### src/ogb_pkg.sv
// shared constants and types for the output serializer gearbox
package ogb_pkg;

	localparam int OGB_DATA_W = 8;
	localparam int OGB_FIFO_DEPTH = 8;
	localparam int OGB_LANE_W = 4;
	localparam int OGB_CNT_W = 3;

	// fast cycles per word for each mode, and the count left on a word's last cycle
	localparam logic [OGB_CNT_W-1:0] OGB_CYC_VIDEO = 3'h7;
	localparam logic [OGB_CNT_W-1:0] OGB_CYC_EIGHT = 3'h4;
	localparam logic [OGB_CNT_W-1:0] OGB_CYC_FOUR = 3'h2;
	localparam logic [OGB_CNT_W-1:0] OGB_CYC_LAST = 3'h1;

	// bit positions of the first bits of each lane
	localparam int OGB_LOWER_LSB = 0;
	localparam int OGB_UPPER_LSB = 4;

	typedef enum logic [1:0] {
		OGB_VIDEO_SEVEN,
		OGB_RATIO_EIGHT_DDR_MODE,
		OGB_RATIO_FOUR_DDR_MODE
	} ogb_mode_t;

	// one bit per clock half
	typedef struct packed {
		logic rise;
		logic fall;
	} ogb_ddr_pair_t;

	// word as it travels through the fifo
	typedef struct packed {
		ogb_mode_t mode;
		logic [OGB_DATA_W-1:0] data;
	} ogb_word_t;

	localparam ogb_ddr_pair_t OGB_PAIR_IDLE = '{rise: 1'b0, fall: 1'b0};

endpackage
### src/ogb_fifo.sv
// flip-flop fifo with valid/ready on both sides
`timescale 1ns/1ps
module ogb_fifo #(
	parameter int WIDTH = 10,
	parameter int DEPTH = 8
) (
	input wire logic ref_clk_in,
	input wire logic rst_n_in,
	input wire logic [WIDTH-1:0] in_data_in,
	input wire logic in_valid_in,
	output logic in_ready_out,
	output logic [WIDTH-1:0] out_data_out,
	output logic out_valid_out,
	input wire logic out_ready_in
);
	localparam int PTR_W = (DEPTH > 1) ? $clog2(DEPTH) : 1;
	localparam int CNT_W = $clog2(DEPTH + 1);
	localparam logic [PTR_W-1:0] PTR_LAST = PTR_W'(DEPTH - 1);
	localparam logic [CNT_W-1:0] CNT_FULL = CNT_W'(DEPTH);

	typedef struct packed {
		logic [DEPTH-1:0][WIDTH-1:0] mem;
		logic [PTR_W-1:0] wr_ptr;
		logic [PTR_W-1:0] rd_ptr;
		logic [CNT_W-1:0] count;
		logic ready;
		logic valid;
	} fifo_state_t;

	fifo_state_t state_reg;
	fifo_state_t state_next;
	logic push;
	logic pop;

	// pointer advance with wrap
	function automatic logic [PTR_W-1:0] bump(input logic [PTR_W-1:0] p);
		bump = (p == PTR_LAST) ? '0 : p + 1'b1;
	endfunction

	// next state: push, pop, honest full and empty flags
	always_comb begin
		state_next = state_reg;
		push = in_valid_in && state_reg.ready;
		pop = out_ready_in && state_reg.valid;
		if (push) begin
			state_next.mem[state_reg.wr_ptr] = in_data_in;
			state_next.wr_ptr = bump(state_reg.wr_ptr);
		end
		if (pop) begin
			state_next.rd_ptr = bump(state_reg.rd_ptr);
		end
		if (push && !pop) begin
			state_next.count = state_reg.count + 1'b1;
		end else if (pop && !push) begin
			state_next.count = state_reg.count - 1'b1;
		end
		state_next.ready = (state_next.count != CNT_FULL);
		state_next.valid = (state_next.count != '0);
	end

	// state register
	always_ff @(posedge ref_clk_in) begin
		if (!rst_n_in) begin
			state_reg <= '0;
		end else begin
			state_reg <= state_next;
		end
	end

	assign in_ready_out = state_reg.ready;
	assign out_valid_out = state_reg.valid;
	assign out_data_out = state_reg.mem[state_reg.rd_ptr];

endmodule // ogb_fifo

### src/ogb_gearbox.sv
// parallel-to-serial output gearbox with three pipeline stages
`timescale 1ns/1ps
module ogb_gearbox
	import ogb_pkg::*;
#(
	parameter int FIFO_DEPTH = OGB_FIFO_DEPTH
) (
	input wire logic ref_clk_in,
	input wire logic rst_n_in,
	input wire ogb_mode_t mode_in,
	input wire logic [OGB_DATA_W-1:0] par_data_in,
	input wire logic par_valid_in,
	output logic par_ready_out,
	output ogb_ddr_pair_t lower_q_out,
	output ogb_ddr_pair_t upper_q_out
);
	typedef struct packed {
		logic hold_valid;
		ogb_word_t hold;
		logic run;
		ogb_mode_t mode;
		logic [OGB_DATA_W-1:0] shift;
		logic [OGB_CNT_W-1:0] left;
		ogb_ddr_pair_t lower;
		ogb_ddr_pair_t upper;
	} ogb_state_t;

	ogb_state_t state_reg;
	ogb_state_t state_next;
	ogb_word_t fifo_word;
	logic fifo_valid;
	logic hold_free;
	logic take;

	// fast cycles a word occupies in a mode
	function automatic logic [OGB_CNT_W-1:0] cycles_for(input ogb_mode_t m);
		case (m)
			OGB_VIDEO_SEVEN: cycles_for = OGB_CYC_VIDEO;
			OGB_RATIO_EIGHT_DDR_MODE: cycles_for = OGB_CYC_EIGHT;
			OGB_RATIO_FOUR_DDR_MODE: cycles_for = OGB_CYC_FOUR;
			default: cycles_for = OGB_CYC_FOUR;
		endcase
	endfunction

	// stage one: word and mode captured together into the buffer
	ogb_fifo #(
		.WIDTH($bits(ogb_word_t)),
		.DEPTH(FIFO_DEPTH)
	) u_fifo (
		.ref_clk_in(ref_clk_in),
		.rst_n_in(rst_n_in),
		.in_data_in({mode_in, par_data_in}),
		.in_valid_in(par_valid_in),
		.in_ready_out(par_ready_out),
		.out_data_out(fifo_word),
		.out_valid_out(fifo_valid),
		.out_ready_in(hold_free)
	);

	// shifter takes a new word when idle or on its last cycle
	assign take = !state_reg.run || (state_reg.left == OGB_CYC_LAST);
	assign hold_free = !state_reg.hold_valid || take; // back-pressure into the fifo

	// stages two and three
	always_comb begin
		state_next = state_reg;
		state_next.lower = OGB_PAIR_IDLE;
		state_next.upper = OGB_PAIR_IDLE;
		// stage three: emit from the shifter, lowest bit first
		if (state_reg.run) begin
			case (state_reg.mode)
				OGB_VIDEO_SEVEN: begin
					// one bit per cycle, held over both halves
					state_next.lower.rise = state_reg.shift[OGB_LOWER_LSB];
					state_next.lower.fall = state_reg.shift[OGB_LOWER_LSB];
					state_next.shift = state_reg.shift >> 1;
				end
				OGB_RATIO_EIGHT_DDR_MODE: begin
					state_next.lower.rise = state_reg.shift[OGB_LOWER_LSB];
					state_next.lower.fall = state_reg.shift[OGB_LOWER_LSB+1];
					state_next.shift = state_reg.shift >> 2;
				end
				OGB_RATIO_FOUR_DDR_MODE: begin
					// two independent lanes from each nibble
					state_next.lower.rise = state_reg.shift[OGB_LOWER_LSB];
					state_next.lower.fall = state_reg.shift[OGB_LOWER_LSB+1];
					state_next.upper.rise = state_reg.shift[OGB_UPPER_LSB];
					state_next.upper.fall = state_reg.shift[OGB_UPPER_LSB+1];
					state_next.shift[OGB_LANE_W-1:0] =
						state_reg.shift[OGB_LANE_W-1:0] >> 2;
					state_next.shift[OGB_DATA_W-1:OGB_LANE_W] =
						state_reg.shift[OGB_DATA_W-1:OGB_LANE_W] >> 2;
				end
				default: begin
					state_next.shift = '0;
				end
			endcase
			state_next.left = state_reg.left - 1'b1;
			if (take) begin
				state_next.run = 1'b0;
			end
		end
		// stage three load from stage two
		if (take && state_reg.hold_valid) begin
			state_next.run = 1'b1;
			state_next.mode = state_reg.hold.mode;
			state_next.shift = state_reg.hold.data;
			state_next.left = cycles_for(state_reg.hold.mode);
			state_next.hold_valid = 1'b0;
		end
		// stage two: hand the buffered word to the shifting side
		if (hold_free && fifo_valid) begin
			state_next.hold_valid = 1'b1;
			state_next.hold = fifo_word;
		end
	end

	// state register; reset clears every stage
	always_ff @(posedge ref_clk_in) begin
		if (!rst_n_in) begin
			state_reg <= '0;
		end else begin
			state_reg <= state_next;
		end
	end

	assign lower_q_out = state_reg.lower;
	assign upper_q_out = state_reg.upper;

endmodule // ogb_gearbox

### config.mk
export PLATFORM = sky130hd
export DESIGN_NAME = ogb_gearbox
export DESIGN_NICKNAME = d
export VERILOG_FILES = /design/src/ogb_pkg.sv /design/src/ogb_fifo.sv /design/src/ogb_gearbox.sv
export SDC_FILE = /design/constraint.sdc
export NUM_CORES = 1
export LEC_CHECK = 0
export CELL_PAD_IN_SITES_DETAIL_PLACEMENT = 1
export CELL_PAD_IN_SITES_GLOBAL_PLACEMENT = 2
export CORE_ASPECT_RATIO = 1.5
export CORE_UTILIZATION = 44
export CTS_CLUSTER_SIZE = 40
export DETAILED_ROUTE_END_ITERATION = 8
export DONT_BUFFER_PORTS = 1
export PLACE_DENSITY_LB_ADDON = 0.1
export SYNTH_ARGS = -nofsm -noshare
export SYNTH_HDL_FRONTEND = slang
export SYNTH_SLANG_ARGS = --single-unit
### constraint.sdc
create_clock -name ref_clk_in -period 3.22 [get_ports ref_clk_in]
set_clock_uncertainty 0.1 [all_clocks]
set_input_delay 0.483 -clock ref_clk_in [delete_from_list [all_inputs] [get_ports ref_clk_in]]
set_output_delay 0.483 -clock ref_clk_in [all_outputs]
set_load 0.01 [all_outputs]
Yosys cells after proc, flatten, opt, wreduce, memory -nomap -nowiden
Cells that the tools add are included.
{ "word_totals": {"reg_bits": 121, "in_bits": 13, "output_inout_bits": 5, "elab_cells": 78} }
{ "classes": {"add_sub_neg": 5, "n_lt_le_gt_ge": 3, "n_eq_ne": 7, "muxes": 19, "n_reduce_logical": 20} }
{ "op_table": {"columns": ["op", "n"], "rows": [
  ["80-bit bitwise mux", 1],
  ["10-bit binary-select mux with 3-bit select", 1],
  ["10-bit demux with 3-bit select", 1],
  ["7-bit case mux with 3 select lines", 1],
  ["10-bit 2-to-1 mux", 2],
  ["15-bit 2-to-1 mux", 1],
  ["14-bit 2-to-1 mux", 1],
  ["11-bit 2-to-1 mux", 1],
  ["3-bit by 4-bit < comparator with 1-bit output (second input constant)", 2],
  ["4-bit 2-to-1 mux", 2],
  ["3-bit by 1-bit adder with 3-bit output (second input constant)", 2],
  ["3-bit == test (second input constant)", 2],
  ["1-bit logical AND", 6],
  ["3-bit 2-to-1 mux", 2],
  ["3-bit case mux with 2 select lines", 1],
  ["4-bit by 1-bit adder with 4-bit output (second input constant)", 1],
  ["2-bit by 1-bit == test with 1-bit output (second input constant)", 2],
  ["1-bit zero test", 4],
  ["2-bit zero test", 2],
  ["4-bit != test (second input constant)", 1],
  ["2-bit case mux with 2 select lines", 1],
  ["2-bit nonzero test", 2],
  ["4-bit nonzero test", 1],
  ["4-bit by 1-bit subtractor with 4-bit output (second input constant)", 1],
  ["other kinds (10)", 13]
]} }

Logic depth before layout (Yosys ltp)
Gate-level depths: netlist (run 1).
{ "logic_depth": {"word_depth": 8, "depth_mapped": 8} }

By module
Synthesis (run 1) repeated with hierarchy kept, for this count alone.
{ "unflattened": {"cells_unflattened": 571, "area_unflattened_um2": 5646.7} }
{ "by_module_without_submodules": {"columns": ["module", "instances", "cells_per_inst", "area_each_um2", "seq_area_each_um2"], "rows": [
  ["ogb_fifo", 1, 423, 4344.2, 1841.8],
  ["ogb_gearbox", 1, 148, 1302.5, 580.6]
]} }

Least setup slack after synthesis (run 1)
No wires, ideal clock.
{ "synth_timing": {"kind": "reg-to-reg", "start": "register u_fifo.state_reg[2] (netlist bit)", "end": "register u_fifo.state_reg (netlist bit u_fifo.in_ready_out)", "setup_time_ns": 0.120, "t_arrival_ns": 1.579, "required_ns": 3.000, "slack_ns": 1.421, "stages_incl_launch_ff": 7, "period_less_slack_ns": 1.799, "cell_sequence": "dfxtp_1 > inv_1 > ha_1 > or3_1 > mux2i_1 > a41oi_1 > o31a_1"} }
{ "synth_via": {"elab_chain_len": 4, "word_cells_on_any_way": 5} }
{ "synth_rtl": {"columns": ["item", "line_no", "rtl"], "rows": [
  ["start: declaration", "ogb_fifo.sv:30", "fifo_state_t state_reg;"],
  ["start signal: assignment", "ogb_fifo.sv:66", "state_reg <= state_next;"],
  ["4-bit by 1-bit subtractor with 4-bit output", "ogb_fifo.sv:55", "state_next.count = state_reg.count - 1'b1;"],
  ["4-bit 2-to-1 mux", "ogb_fifo.sv:54", "end else if (pop && !push) begin"],
  ["4-bit 2-to-1 mux (*)", "ogb_fifo.sv:52", "if (push && !pop) begin"],
  ["4-bit != test (*)", "ogb_fifo.sv:57", "state_next.ready = (state_next.count != CNT_FULL);"]
]} }
Every way passes the cells marked *; elsewhere a longest branch is shown, timed or not.
A chain may end at the register's enable or synchronous reset.

Worst setup path in the final report (run 1)
{ "layout_timing": {"start": "register u_fifo.state_reg (netlist bit u_fifo.in_ready_out)", "end": "register u_fifo.state_reg[60] (netlist bit)"} }
{ "layout_via": {"elab_chain_len": 1} }
{ "layout_rtl": {"columns": ["item", "line_no", "rtl"], "rows": [
  ["1-bit logical AND", "ogb_fifo.sv:43", "push = in_valid_in && state_reg.ready;"]
]} }
No other way between the ends.

==> results of run 1 <==
-- how the worst min path moves through the flow --
stage / start / to / slack [ns]
floorplan: u_fifo.state_reg[82]$_SDFFE_PN0P_ / u_fifo.state_reg[82]$_SDFFE_PN0P_ / 0.33
global placement: u_fifo.state_reg[20]$_SDFFE_PN0P_ / u_fifo.state_reg[20]$_SDFFE_PN0P_ / 0.34
detailed placement: u_fifo.state_reg[56]$_SDFFE_PN0P_ / u_fifo.state_reg[56]$_SDFFE_PN0P_ / 0.35
CTS: rst_n_in / u_fifo.state_reg[4]$_SDFF_PN0_ / 0.08
global route: par_data_in[2] / u_fifo.state_reg[54]$_SDFFE_PN0P_ / 0.09
finish: rst_n_in / u_fifo.out_valid_out$_SDFF_PN0_ / 0.1
-- cells by family after synthesis --
logic type,after synthesis
muxes,81
DFF,121
AOI/OAI and AO/OA,88
adders and majority gates,12
buffers and inverters,54
xor gates and xnor gates,5
and+or+nand+nor,191
-- cells in the mapped netlist (all sizes together), types with 4 or more instances --
| cell type | count |
|---|---|
| nor3 | 6 |
| mux2i | 61 |
| nand4 | 4 |
| nor2 | 77 |
| dfxtp | 121 |
| a211oi | 12 |
| clkbuf | 29 |
| a21oi | 44 |
| o21ai | 8 |
| mux4 | 20 |
| inv | 8 |
| ha | 12 |
| a22oi | 4 |
| a222oi | 5 |
| nand2 | 85 |
| buf | 17 |
-- critical path, delay by kind of cell, from the launching register on --
kind             cells  cell delay [ns]
flip-flops           1             0.39
AND/OR/NAND/NOR      4             1.40
AO/OA/AOI/OAI        1             0.17
-- report_power, final --
| part | switching [W] | total, W | internal [W] |
|---|---|---|---|
| clock | 0.000718 | 0.00214 | 0.00142 |
| combinational | 0.000526 | 0.000893 | 0.000367 |
| sequential | 0.000147 | 0.00180 | 0.00166 |
-- cells in the final DEF, fill, tap and decap left out, types with 7 or more instances in the layout --
cell | synthesis | layout
mux4_2 | 20 | 20
inv_1 | 7 | 7
nand2_1 | 83 | 83
buf_4 | 7 | 9
a211oi_1 | 12 | 12
nor2_1 | 75 | 75
a21oi_1 | 44 | 44
mux2i_1 | 61 | 61
ha_1 | 12 | 12
dfxtp_1 | 121 | 121
clkbuf_16 | 0 | 17
o21ai_0 | 7 | 7
-- metal layers --
| layer | up-vias | part of all wire |
|---|---|---|
| li1 | 1888 | - |
| met1 | 1952 | 0.43 |
| met2 | 36 | 0.54 |
| met3 | 6 | 0.021 |
| met4 | 0 | 0.0068 |
| met5 | - | 0 |
-- metrics by stage --
step	hold WS, ns	power, W
2_1_floorplan	0.333	0.00252
3_3_place_gp	0.339	0.00270
3_5_place_dp	0.348	0.00274
4_1_cts	0.0818	0.00490
5_1_grt	0.0918	0.00507
6_report	0.0970	0.00484
-- final cells by class --
cell class,count,share of cell area
multi-input combinational,377,0.440
sequential,121,0.399
clock buffer,19,0.0746
clock inverter,13,0.0355
tap,150,0.0309
timing repair buffer,10,0.0144
inverter,8,0.00495
==> results by group, run 1 <==
Synth
  • Synth Area in XOR/XNOR: 0.00823
  • Main synth FF type: dfxtp_1
  • Compound-cell area share of the yosys netlist: 0.108
  • Seq/Total Area, Yosys: 0.455
  • Syn nets: 577
  • Cell Area, Synth: 0.00532 sq mm
  • FFs w/ async S/R, synth: 0
  • Largest family of logic cells by synthesized area: multiplexers
  • Post-synthesis mux area share: 0.199
  • Syn Area/Cell: 9.64 sq um
  • Yosys warns: 0
  • FF+latch count, synth: 121
  • Synth top area share: 0.455
  • Ranking of synthesized cells by area: dfxtp_1 (46%), mux2i_1 (11%), mux4_2 (8.5%)
  • Post-synthesis adder-cell area fraction: 0.0282
  • EDFF count, synth: 0
  • Post-synthesis cell type count: 47
  • Synth area leader: dfxtp_1
  • Cells after Synth: 552
  • Post-Synth Simple-Gate Area: 0.155

Floorplanning
  • Initial core utilization: 0.457
  • Die Ht: 137 microns
  • # IOs: 18
  • Die width: 91.8 microns
  • Core area: 0.0117 sq mm
  • Std cell rows: 48
  • DIE AREA: 0.0125 sq mm

Drt
  • DRT iter0 DRCs: 170
  • Initial DRT Pass Iterations: 5
  • Via-per-instance ratio: 5.56
  • DRC: 0
  • Post-Route WL: 12900 microns
  • Routed len/inst: 18.5 microns
  • Vias: 3882
  • Detail Route Antenna Nets: 0

Critical path
  • CP required: 3.46 ns
  • Critical path's largest stage delay: 0.66 ns
  • Setup crit end kind: register
  • Critical path capture point: u_fifo.state_reg[60]$_SDFFE_PN0P_
  • Worst R2R Start: u_fifo.in_ready_out$_SDFF_PN0_
  • Crit path arrival time: 2.38 ns
  • Crit Path Max Fanout: 10
  • Setup crit start: u_fifo.in_ready_out$_SDFF_PN0_
  • CP Cell Sequence: and2_1, nand2_2, nor3_2, nand2_1, a21oi_1
  • Startpoint types: register
  • Reg2reg path depth: 5
  • Slowest cell on the critical path: nor3_2
  • R2R Setup Slk: 1.08 ns
  • Reg2reg end: u_fifo.state_reg[60]$_SDFFE_PN0P_
  • Critical path class: register to register

CTS
  • CTS root buffer: clkbuf_16
  • Total CTS buffers: 17
  • Setup Buffers After CTS: 0
  • Clock Path Buffers: 2
  • Post-CTS sizing: 0
  • H-Tree Level Count: 4
  • Worst skew pair latency: 0.42 ns
  • Worst-path clk slew: 0.06 ns
  • CTS tree: built
  • Hold_buf cts: 0
  • # clock sinks: 121

STA
  • Final setup violation count: 0
  • Crit share post-route: 0.665
  • Setup WS post-layout: 1.08 ns
  • Rel. slew slack: 0.452
  • Tmin final: 2.14 ns
  • Setup TNS: 0 ns
  • FMAX: 467 MHz
  • Endpoints failing hold: 0
  • RSZ-0062 raised after global routing: no
  • Least-Margin Pin Slew: 0.817 ns
  • Max Slew Vio Count: 0

Cells and area
  • Final core occ: 0.521
  • Layout cells sized above 1: 0.142
  • Area growth syn-to-layout: 14.1%
  • Max reg flops: 90
  • Register area: 0.00242 sq mm
  • Fillers: 1299
  • Final instance area: 0.00607 sq mm
  • ANT cells: 0
  • Final non-filler cell total: 698
  • Footprint of the multi-input gates: 0.00267 sq mm
  • Fin nets: 560

Global route
  • Initial antenna violation count: 0
  • First-pass GRT wire length: 21500 microns
  • GR Util met1: 0.261
  • Met2 usage: 0.408
  • Total overflow reported by the global router: 0
  • Total global-route track usage: 0.226
  • Largest net degree at the start of global routing: 108
  • Vias in the first global route: 4157
  • GR Util met3: 0.0489
  • Most Used Layer, Global Route: met2

Place
  • Post-DP HPWL: 8300 microns
  • IO Port Bufs: 0
  • Pre-CTS setup slack: 1.05 ns
  • Cell Area, Placed: 0.00540 sq mm
  • Routability congestion estimate: 0.744
  • Placed Cells: 666

Worst hold path
  • Worst Hold Class: input port to register
  • Hold depth: 1

Run
  • Max-Cap Viols: 0

Power and ir drop
  • Max VDD drop: 0.365 mV
  • Leakage power: 2.06 nW
  • Cell Pwr Density: 797 mW/mm^2

Run status
  • Outcome: finished clean
(Power assumes the default switching activity.)
==> run 2: changes to the inputs <==
--- a/config.mk
+++ b/config.mk
@@ -8,7 +8,7 @@
 export CELL_PAD_IN_SITES_DETAIL_PLACEMENT = 1
 export CELL_PAD_IN_SITES_GLOBAL_PLACEMENT = 2
 export CORE_ASPECT_RATIO = 1.5
-export CORE_UTILIZATION = 44
+export CORE_UTILIZATION = 41
 export CTS_CLUSTER_SIZE = 40
 export DETAILED_ROUTE_END_ITERATION = 8
 export DONT_BUFFER_PORTS = 1
==> constraint.sdc (replaced) <==
create_clock -name ref_clk_in -period 2 [get_ports ref_clk_in]
set_clock_uncertainty 0.1 [all_clocks]
set_input_delay 0.3 -clock ref_clk_in [delete_from_list [all_inputs] [get_ports ref_clk_in]]
set_output_delay 0.3 -clock ref_clk_in [all_outputs]
set_load 0.01 [all_outputs]
==> run 2 against run 1 <==
- total power grew 66%
- count of clock-buffer cells in the layout shrank 1
- sequential power grew 59%
- final area grew 5.3%
==> results by group, run 2 (synthesis results as in run 1) <==
Floorplanning
  • Core area: 0.0126 sq mm
  • DIE AREA: 0.0134 sq mm
  • Die width: 95.0 microns
  • Initial core utilization: 0.423
  • Std cell rows: 50
  • Die Ht: 142 microns
  • # IOs: 18

Power and ir drop
  • Internal power: 0.00575 W
  • Total power: 0.00804 W
  • Leakage power: 2.21 nW
  • Cell Pwr Density: 1260 mW/mm^2
  • Clk pwr share: 0.439
  • P_sw: 0.00228 W
  • Max VDD drop: 0.567 mV
  • Share of power burned in registers: 0.357
  • Net Sw Frac: 0.284
  • Comb pwr share: 0.204

Cells and area
  • ANT cells: 0
  • Most common cell after layout, fill and taps aside: dfxtp_1
  • Final non-filler cell total: 731
  • Layout cells sized above 1: 0.163
  • Fin nets: 588
  • Most frequent cells in the layout: dfxtp_1 (121), nand2_1 (83), nor2_1 (75)
  • Max reg flops: 90
  • Area growth syn-to-layout: 20.1%

CTS
  • Worst-path clk slew: 0.06 ns
  • Setup Buffers After CTS: 0
  • Total CTS buffers: 17
  • Hold_buf cts: 11
  • CTS tree: built
  • CTS root buffer: clkbuf_16
  • Clock Path Buffers: 2
  • # clock sinks: 121
  • Post-CTS sizing: 0
  • H-Tree Level Count: 4
  • Worst skew pair latency: 0.41 ns

Global route
  • First-pass GRT wire length: 22400 microns
  • GR Util met1: 0.244
  • Initial antenna violation count: 0
  • Total global-route track usage: 0.222
  • Total overflow reported by the global router: 0
  • Largest net degree at the start of global routing: 81
  • Most Used Layer, Global Route: met2
  • Vias in the first global route: 4312
  • GR Util met3: 0.0466
  • Met2 usage: 0.412

Drt
  • Detail Route Antenna Nets: 0
  • Initial DRT Pass Iterations: 7
  • Routed len/inst: 18.8 microns
  • Vias: 4043
  • DRT iter0 DRCs: 180
  • Via-per-instance ratio: 5.53
  • Post-Route WL: 13700 microns
  • DRC: 0

Critical path
  • Crit path arrival time: 2.08 ns
  • Setup crit end kind: register
  • R2R Setup Slk: 0.12 ns
  • Delay-heaviest family, CP: compound AO/OA/AOI/OAI gates
  • Critical path class: register to register
  • Crit Path Max Fanout: 4
  • CP required: 2.20 ns
  • Startpoint types: register
  • Worst path bufs/invs: 1
  • Critical path's largest stage delay: 0.32 ns
  • Slowest cell on the critical path: dfxtp_1
  • CP Cell Sequence: inv_1, ha_1, and2b_4, o211ai_2, o22ai_1, xor2_1, o31a_1

STA
  • Final setup violation count: 0
  • FMAX: 531 MHz
  • Max Slew Vio Count: 0
  • Endpoints failing hold: 0
  • Setup TNS: 0 ns
  • WHS: 0.237 ns
  • Least-Margin Pin Slew: 0.509 ns
  • Crit share post-route: 0.942
  • Rel. slew slack: 0.660
  • Tmin final: 1.88 ns
  • RSZ-0062 raised after global routing: no

Place
  • IO Port Bufs: 0
  • Placed Cells: 689
  • Routability congestion estimate: 0.722
  • Post-DP HPWL: 8880 microns

Worst hold path
  • Worst Hold Class: input port to register

Run
  • Max-Cap Viols: 0

Run status
  • Outcome: finished clean
-- run 2: worst min-delay path, stage by stage --
cell and delay (ns):
and2_1 0.23, nand2_1 0.11, a21oi_1 0.05
-- run 2: layout make-up --
class                      count  area, sq um
clock buffer                  18          439
clock inverter                13          240
fill                        1398         6190
inverter                       8         30.0
multi-input combinational    377         2670
sequential                   121         2420
tap                          156          195
timing repair buffer          38          388
-- run 2: power groups by stage --
stage	Clock [W]	Sequential, W	Combinational (W)
floorplan	0	0.00287	0.00118
global placement	0	0.00291	0.00158
detailed placement	0	0.00292	0.00162
CTS	0.00359	0.00287	0.00168
global route	0.00369	0.00290	0.00183
finish	0.00353	0.00287	0.00164
-- run 2: worst paths after layout --
kind,to,depth (start not counted),from
max,u_fifo.in_ready_out$_SDFF_PN0_,7,state_reg[5]$_SDFFE_PN0P_
min,u_fifo.state_reg[11]$_SDFFE_PN0P_,3,par_valid_in
max reg2reg,u_fifo.in_ready_out$_SDFF_PN0_,7,state_reg[5]$_SDFFE_PN0P_
min reg2reg,u_fifo.state_reg[15]$_SDFFE_PN0P_,2,u_fifo.state_reg[15]$_SDFFE_PN0P_
-- run 2: metrics by stage --
step                setup WS, ns   util  area, sq um
floorplan                  0.201      -         5320
global placement           0.175  0.445         5600
CTS                        0.108  0.508         6390
global route              0.0154  0.508         6390
detailed placement         0.112  0.445         5600
finish                     0.116  0.508         6390
-- run 2: layer usage --
layer	wire length, microns	vias up
li1	-	1960
met1	5650	2030
met2	7600	37
met3	183	16
met4	299	0
met5	0	-
==> run 3: changes to the inputs <==
--- a/config.mk
+++ b/config.mk
@@ -15,4 +15,5 @@
 export PLACE_DENSITY_LB_ADDON = 0.1
 export SYNTH_ARGS = -nofsm -noshare
 export SYNTH_HDL_FRONTEND = slang
+export SYNTH_HIERARCHICAL = 1
 export SYNTH_SLANG_ARGS = --single-unit
==> run 3 against run 2 <==
- the run now ends with DRC left
- flip-flop and latch count did not move
- count of clock-buffer cells in the layout rose by 1
- first-iteration DRC count fell by 19%
- die area rose by 6.0%
- critical endpoint is now u_fifo/out_valid_out$_SDFF_PN0_
- synthesized cell count rose by 3.4%
- via count rose by 4.3%
- sequential share of layout area fell by 2.8 points
- critical path depth rose by 3
- highest routed layer unchanged
- final cell count rose by 5.6%
==> results by group, run 3 <==
Floorplanning
  • # IOs: 18
  • Core area: 0.0135 sq mm
  • Die Ht: 146 microns
  • Std cell rows: 52
  • Initial core utilization: 0.419
  • DIE AREA: 0.0143 sq mm
  • Die width: 97.8 microns

Critical path
  • CP required: 2.20 ns
  • Cell repeated most along the worst path: inv_2
  • Worst path bufs/invs: 2
  • Critical path class: register to register
  • Critical path's largest stage delay: 0.30 ns
  • Crit path arrival time: 2.18 ns
  • Startpoint types: register
  • Crit Path Max Fanout: 5
  • R2R Setup Slk: 0.02 ns
  • Setup crit end kind: register
  • Slowest cell on the critical path: dfxtp_1
  • Delay-heaviest family, CP: compound AO/OA/AOI/OAI gates
  • CP Cell Sequence: inv_2, ha_4, nor2b_4, nor2_4, inv_2, a21boi_1, mux2_4, a311o_1, a21o_1, o21a_1

CTS
  • CTS root buffer: clkbuf_16
  • H-Tree Level Count: 4
  • Worst-path clk slew: 0.06 ns
  • CTS tree: built
  • Total CTS buffers: 17
  • # clock sinks: 121
  • Worst skew pair latency: 0.41 ns
  • Clock Path Buffers: 2
  • Setup Buffers After CTS: 0

Cells and area
  • Final instance area: 0.00691 sq mm
  • Max reg flops: 90
  • Fin nets: 622
  • Most frequent cells in the layout: dfxtp_1 (119), nand2_1 (80), nor2b_1 (55)
  • ANT cells: 0
  • Final non-filler cell total: 772
  • Final core occ: 0.513
  • Most common cell after layout, fill and taps aside: dfxtp_1
  • Area growth syn-to-layout: 22.3%
  • Layout cells sized above 1: 0.192

Synth
  • Cells after Synth: 571
  • FF+latch count, synth: 121
  • FFs w/ async S/R, synth: 0
  • Ranking of synthesized cells by area: dfxtp_1 (43%), mux2i_1 (9.0%), mux4_2 (8.0%)
  • EDFF count, synth: 0
  • Main synth FF type: dfxtp_1
  • Syn nets: 596
  • Seq/Total Area, Yosys: 0.429
  • Yosys warns: 6
  • Synth top area share: 0.429
  • Synth area leader: dfxtp_1
  • Top-count cell post-synth: dfxtp_1
  • Post-synthesis cell type count: 51
  • Cell Area, Synth: 0.00565 sq mm
  • Most instantiated cells after synthesis: dfxtp_1 (121), nand2_1 (81), nor2b_1 (55), mux2i_1 (51), a21boi_0 (35)
  • Syn Area/Cell: 9.89 sq um

Global route
  • Initial antenna violation count: 0
  • Vias in the first global route: 4660
  • Total global-route track usage: 0.226
  • Largest net degree at the start of global routing: 114
  • Total overflow reported by the global router: 0
  • First-pass GRT wire length: 24700 microns

STA
  • Endpoints failing hold: 0
  • RSZ-0062 raised after global routing: yes
  • Crit share post-route: 0.989
  • Final setup violation count: 0
  • Rel. slew slack: 0.591
  • Setup TNS: 0 ns
  • Max Slew Vio Count: 0
  • Least-Margin Pin Slew: 0.613 ns
  • FMAX: 505 MHz
  • Tmin final: 1.98 ns

Drt
  • DRC: 2
  • Routed len/inst: 19.4 microns
  • Vias: 4217
  • Detail Route Antenna Nets: 0
  • Post-Route WL: 14900 microns
  • Via-per-instance ratio: 5.46
  • Initial DRT Pass Iterations: 6
  • DRT iter0 DRCs: 145

Power and ir drop
  • Cell Pwr Density: 1140 mW/mm^2
  • Leakage power: 2.35 nW
  • Max VDD drop: 0.545 mV

Run status
  • Failing checks: DRC
  • Outcome: finished, violations left

Run
  • Max-Cap Viols: 0

Place
  • IO Port Bufs: 0
  • Post-DP HPWL: 8940 microns
  • Routability congestion estimate: 0.744
  • Cell Area, Placed: 0.00594 sq mm
  • Placed Cells: 712

Worst hold path
  • Worst Hold Class: input port to register
run 3: cell count changes after synthesis, moves of 5 or more:
cell / delta
a22o_1: +7
a211oi_1: -10
a222oi_1: -5
mux2i_1: -10
a21boi_0: +35
mux2_2: +10
nor2b_1: +55
a21oi_1: -35
nor2_1: -62
nand3_1: +19
a221oi_1: +6
o21ai_0: +12
run 3: cells by family after synthesis:
family | after synthesis | synth area share
buffers and inverters | 58 | 0.0452
DFF | 121 | 0.429
xor gates and xnor gates | 3 | 0.00465
muxes | 82 | 0.192
and+or+nand+nor | 200 | 0.184
AOI/OAI and AO/OA | 95 | 0.119
adders and majority gates | 12 | 0.0266
run 3: worst paths after layout:
| check | start | to | cells past startpoint |
|---|---|---|---|
| setup / recovery | state_reg[5]$_SDFFE_PN0P_ | u_fifo/out_valid_out$_SDFF_PN0_ | 10 |
| hold / removal | par_data_in[7] | u_fifo/state_reg[19]$_SDFFE_PN0P_ | 2 |
| setup reg to reg | state_reg[5]$_SDFFE_PN0P_ | u_fifo/out_valid_out$_SDFF_PN0_ | 10 |
| hold reg to reg | state_reg[7]$_SDFFE_PN0P_ | lower_q_out[1]$_SDFF_PN0_ | 2 |
run 3: worst register-to-register path, delay by kind of cell (launching register included):
kind            cells  cell delay (ns)
fa+ha+maj           1             0.11
simple gates        2             0.21
buf+inv             2             0.17
compound gates      4             0.71
flops               1             0.30
mux                 1             0.27
run 3: per-stage QoR:
step | total power (W) | setup WS (ns) | hold slack (ns)
global placement | 0.00437 | 0.0582 | 0.326
CTS | 0.00791 | 0.0268 | 0.00133
floorplan | 0.00397 | 0.00160 | 0.336
global route | 0.00825 | -0.0488 | 0.000277
finish | 0.00788 | 0.0214 | 0.0153
detailed placement | 0.00441 | -0.0137 | 0.331
run 3: power breakdown:
group	switching, W	internal, W
logic	0.000913	0.000837
clock network	0.00118	0.00213
registers	0.000203	0.00261
total	0.00230	0.00558
run 3: area by class of cell:
cell class,instances,area (sq um)
well taps,162,203
multi-input cells,392,3040
inverters,9,33.8
flip-flops and latches,121,2430
repair buffers,56,571
clock buffers,19,443
clock inverters,13,193
fillers,1460,6560
run 3: what timing repair did:
item / 4_1_cts / 5_1_grt
resized for setup: 1 / 8
hold buffers: 28 / 1
hold endpoints to repair: 120 / 1
setup endpoints to repair: 1 / 5
pin swaps: 0 / 2
run 3: routing by layer:
| metal | vias to the layer above | global-route usage | share of wire | routed length, microns |
|---|---|---|---|---|
| met1 | 2115 | 0.257 | 0.43 | 6350 |
| met5 | - | 0 | 0 | 0 |
| met2 | 43 | 0.415 | 0.54 | 8060 |
| met3 | 19 | 0.0437 | 0.018 | 276 |
| met4 | 0 | 0.0795 | 0.017 | 254 |
| li1 | 2040 | - | - | - |
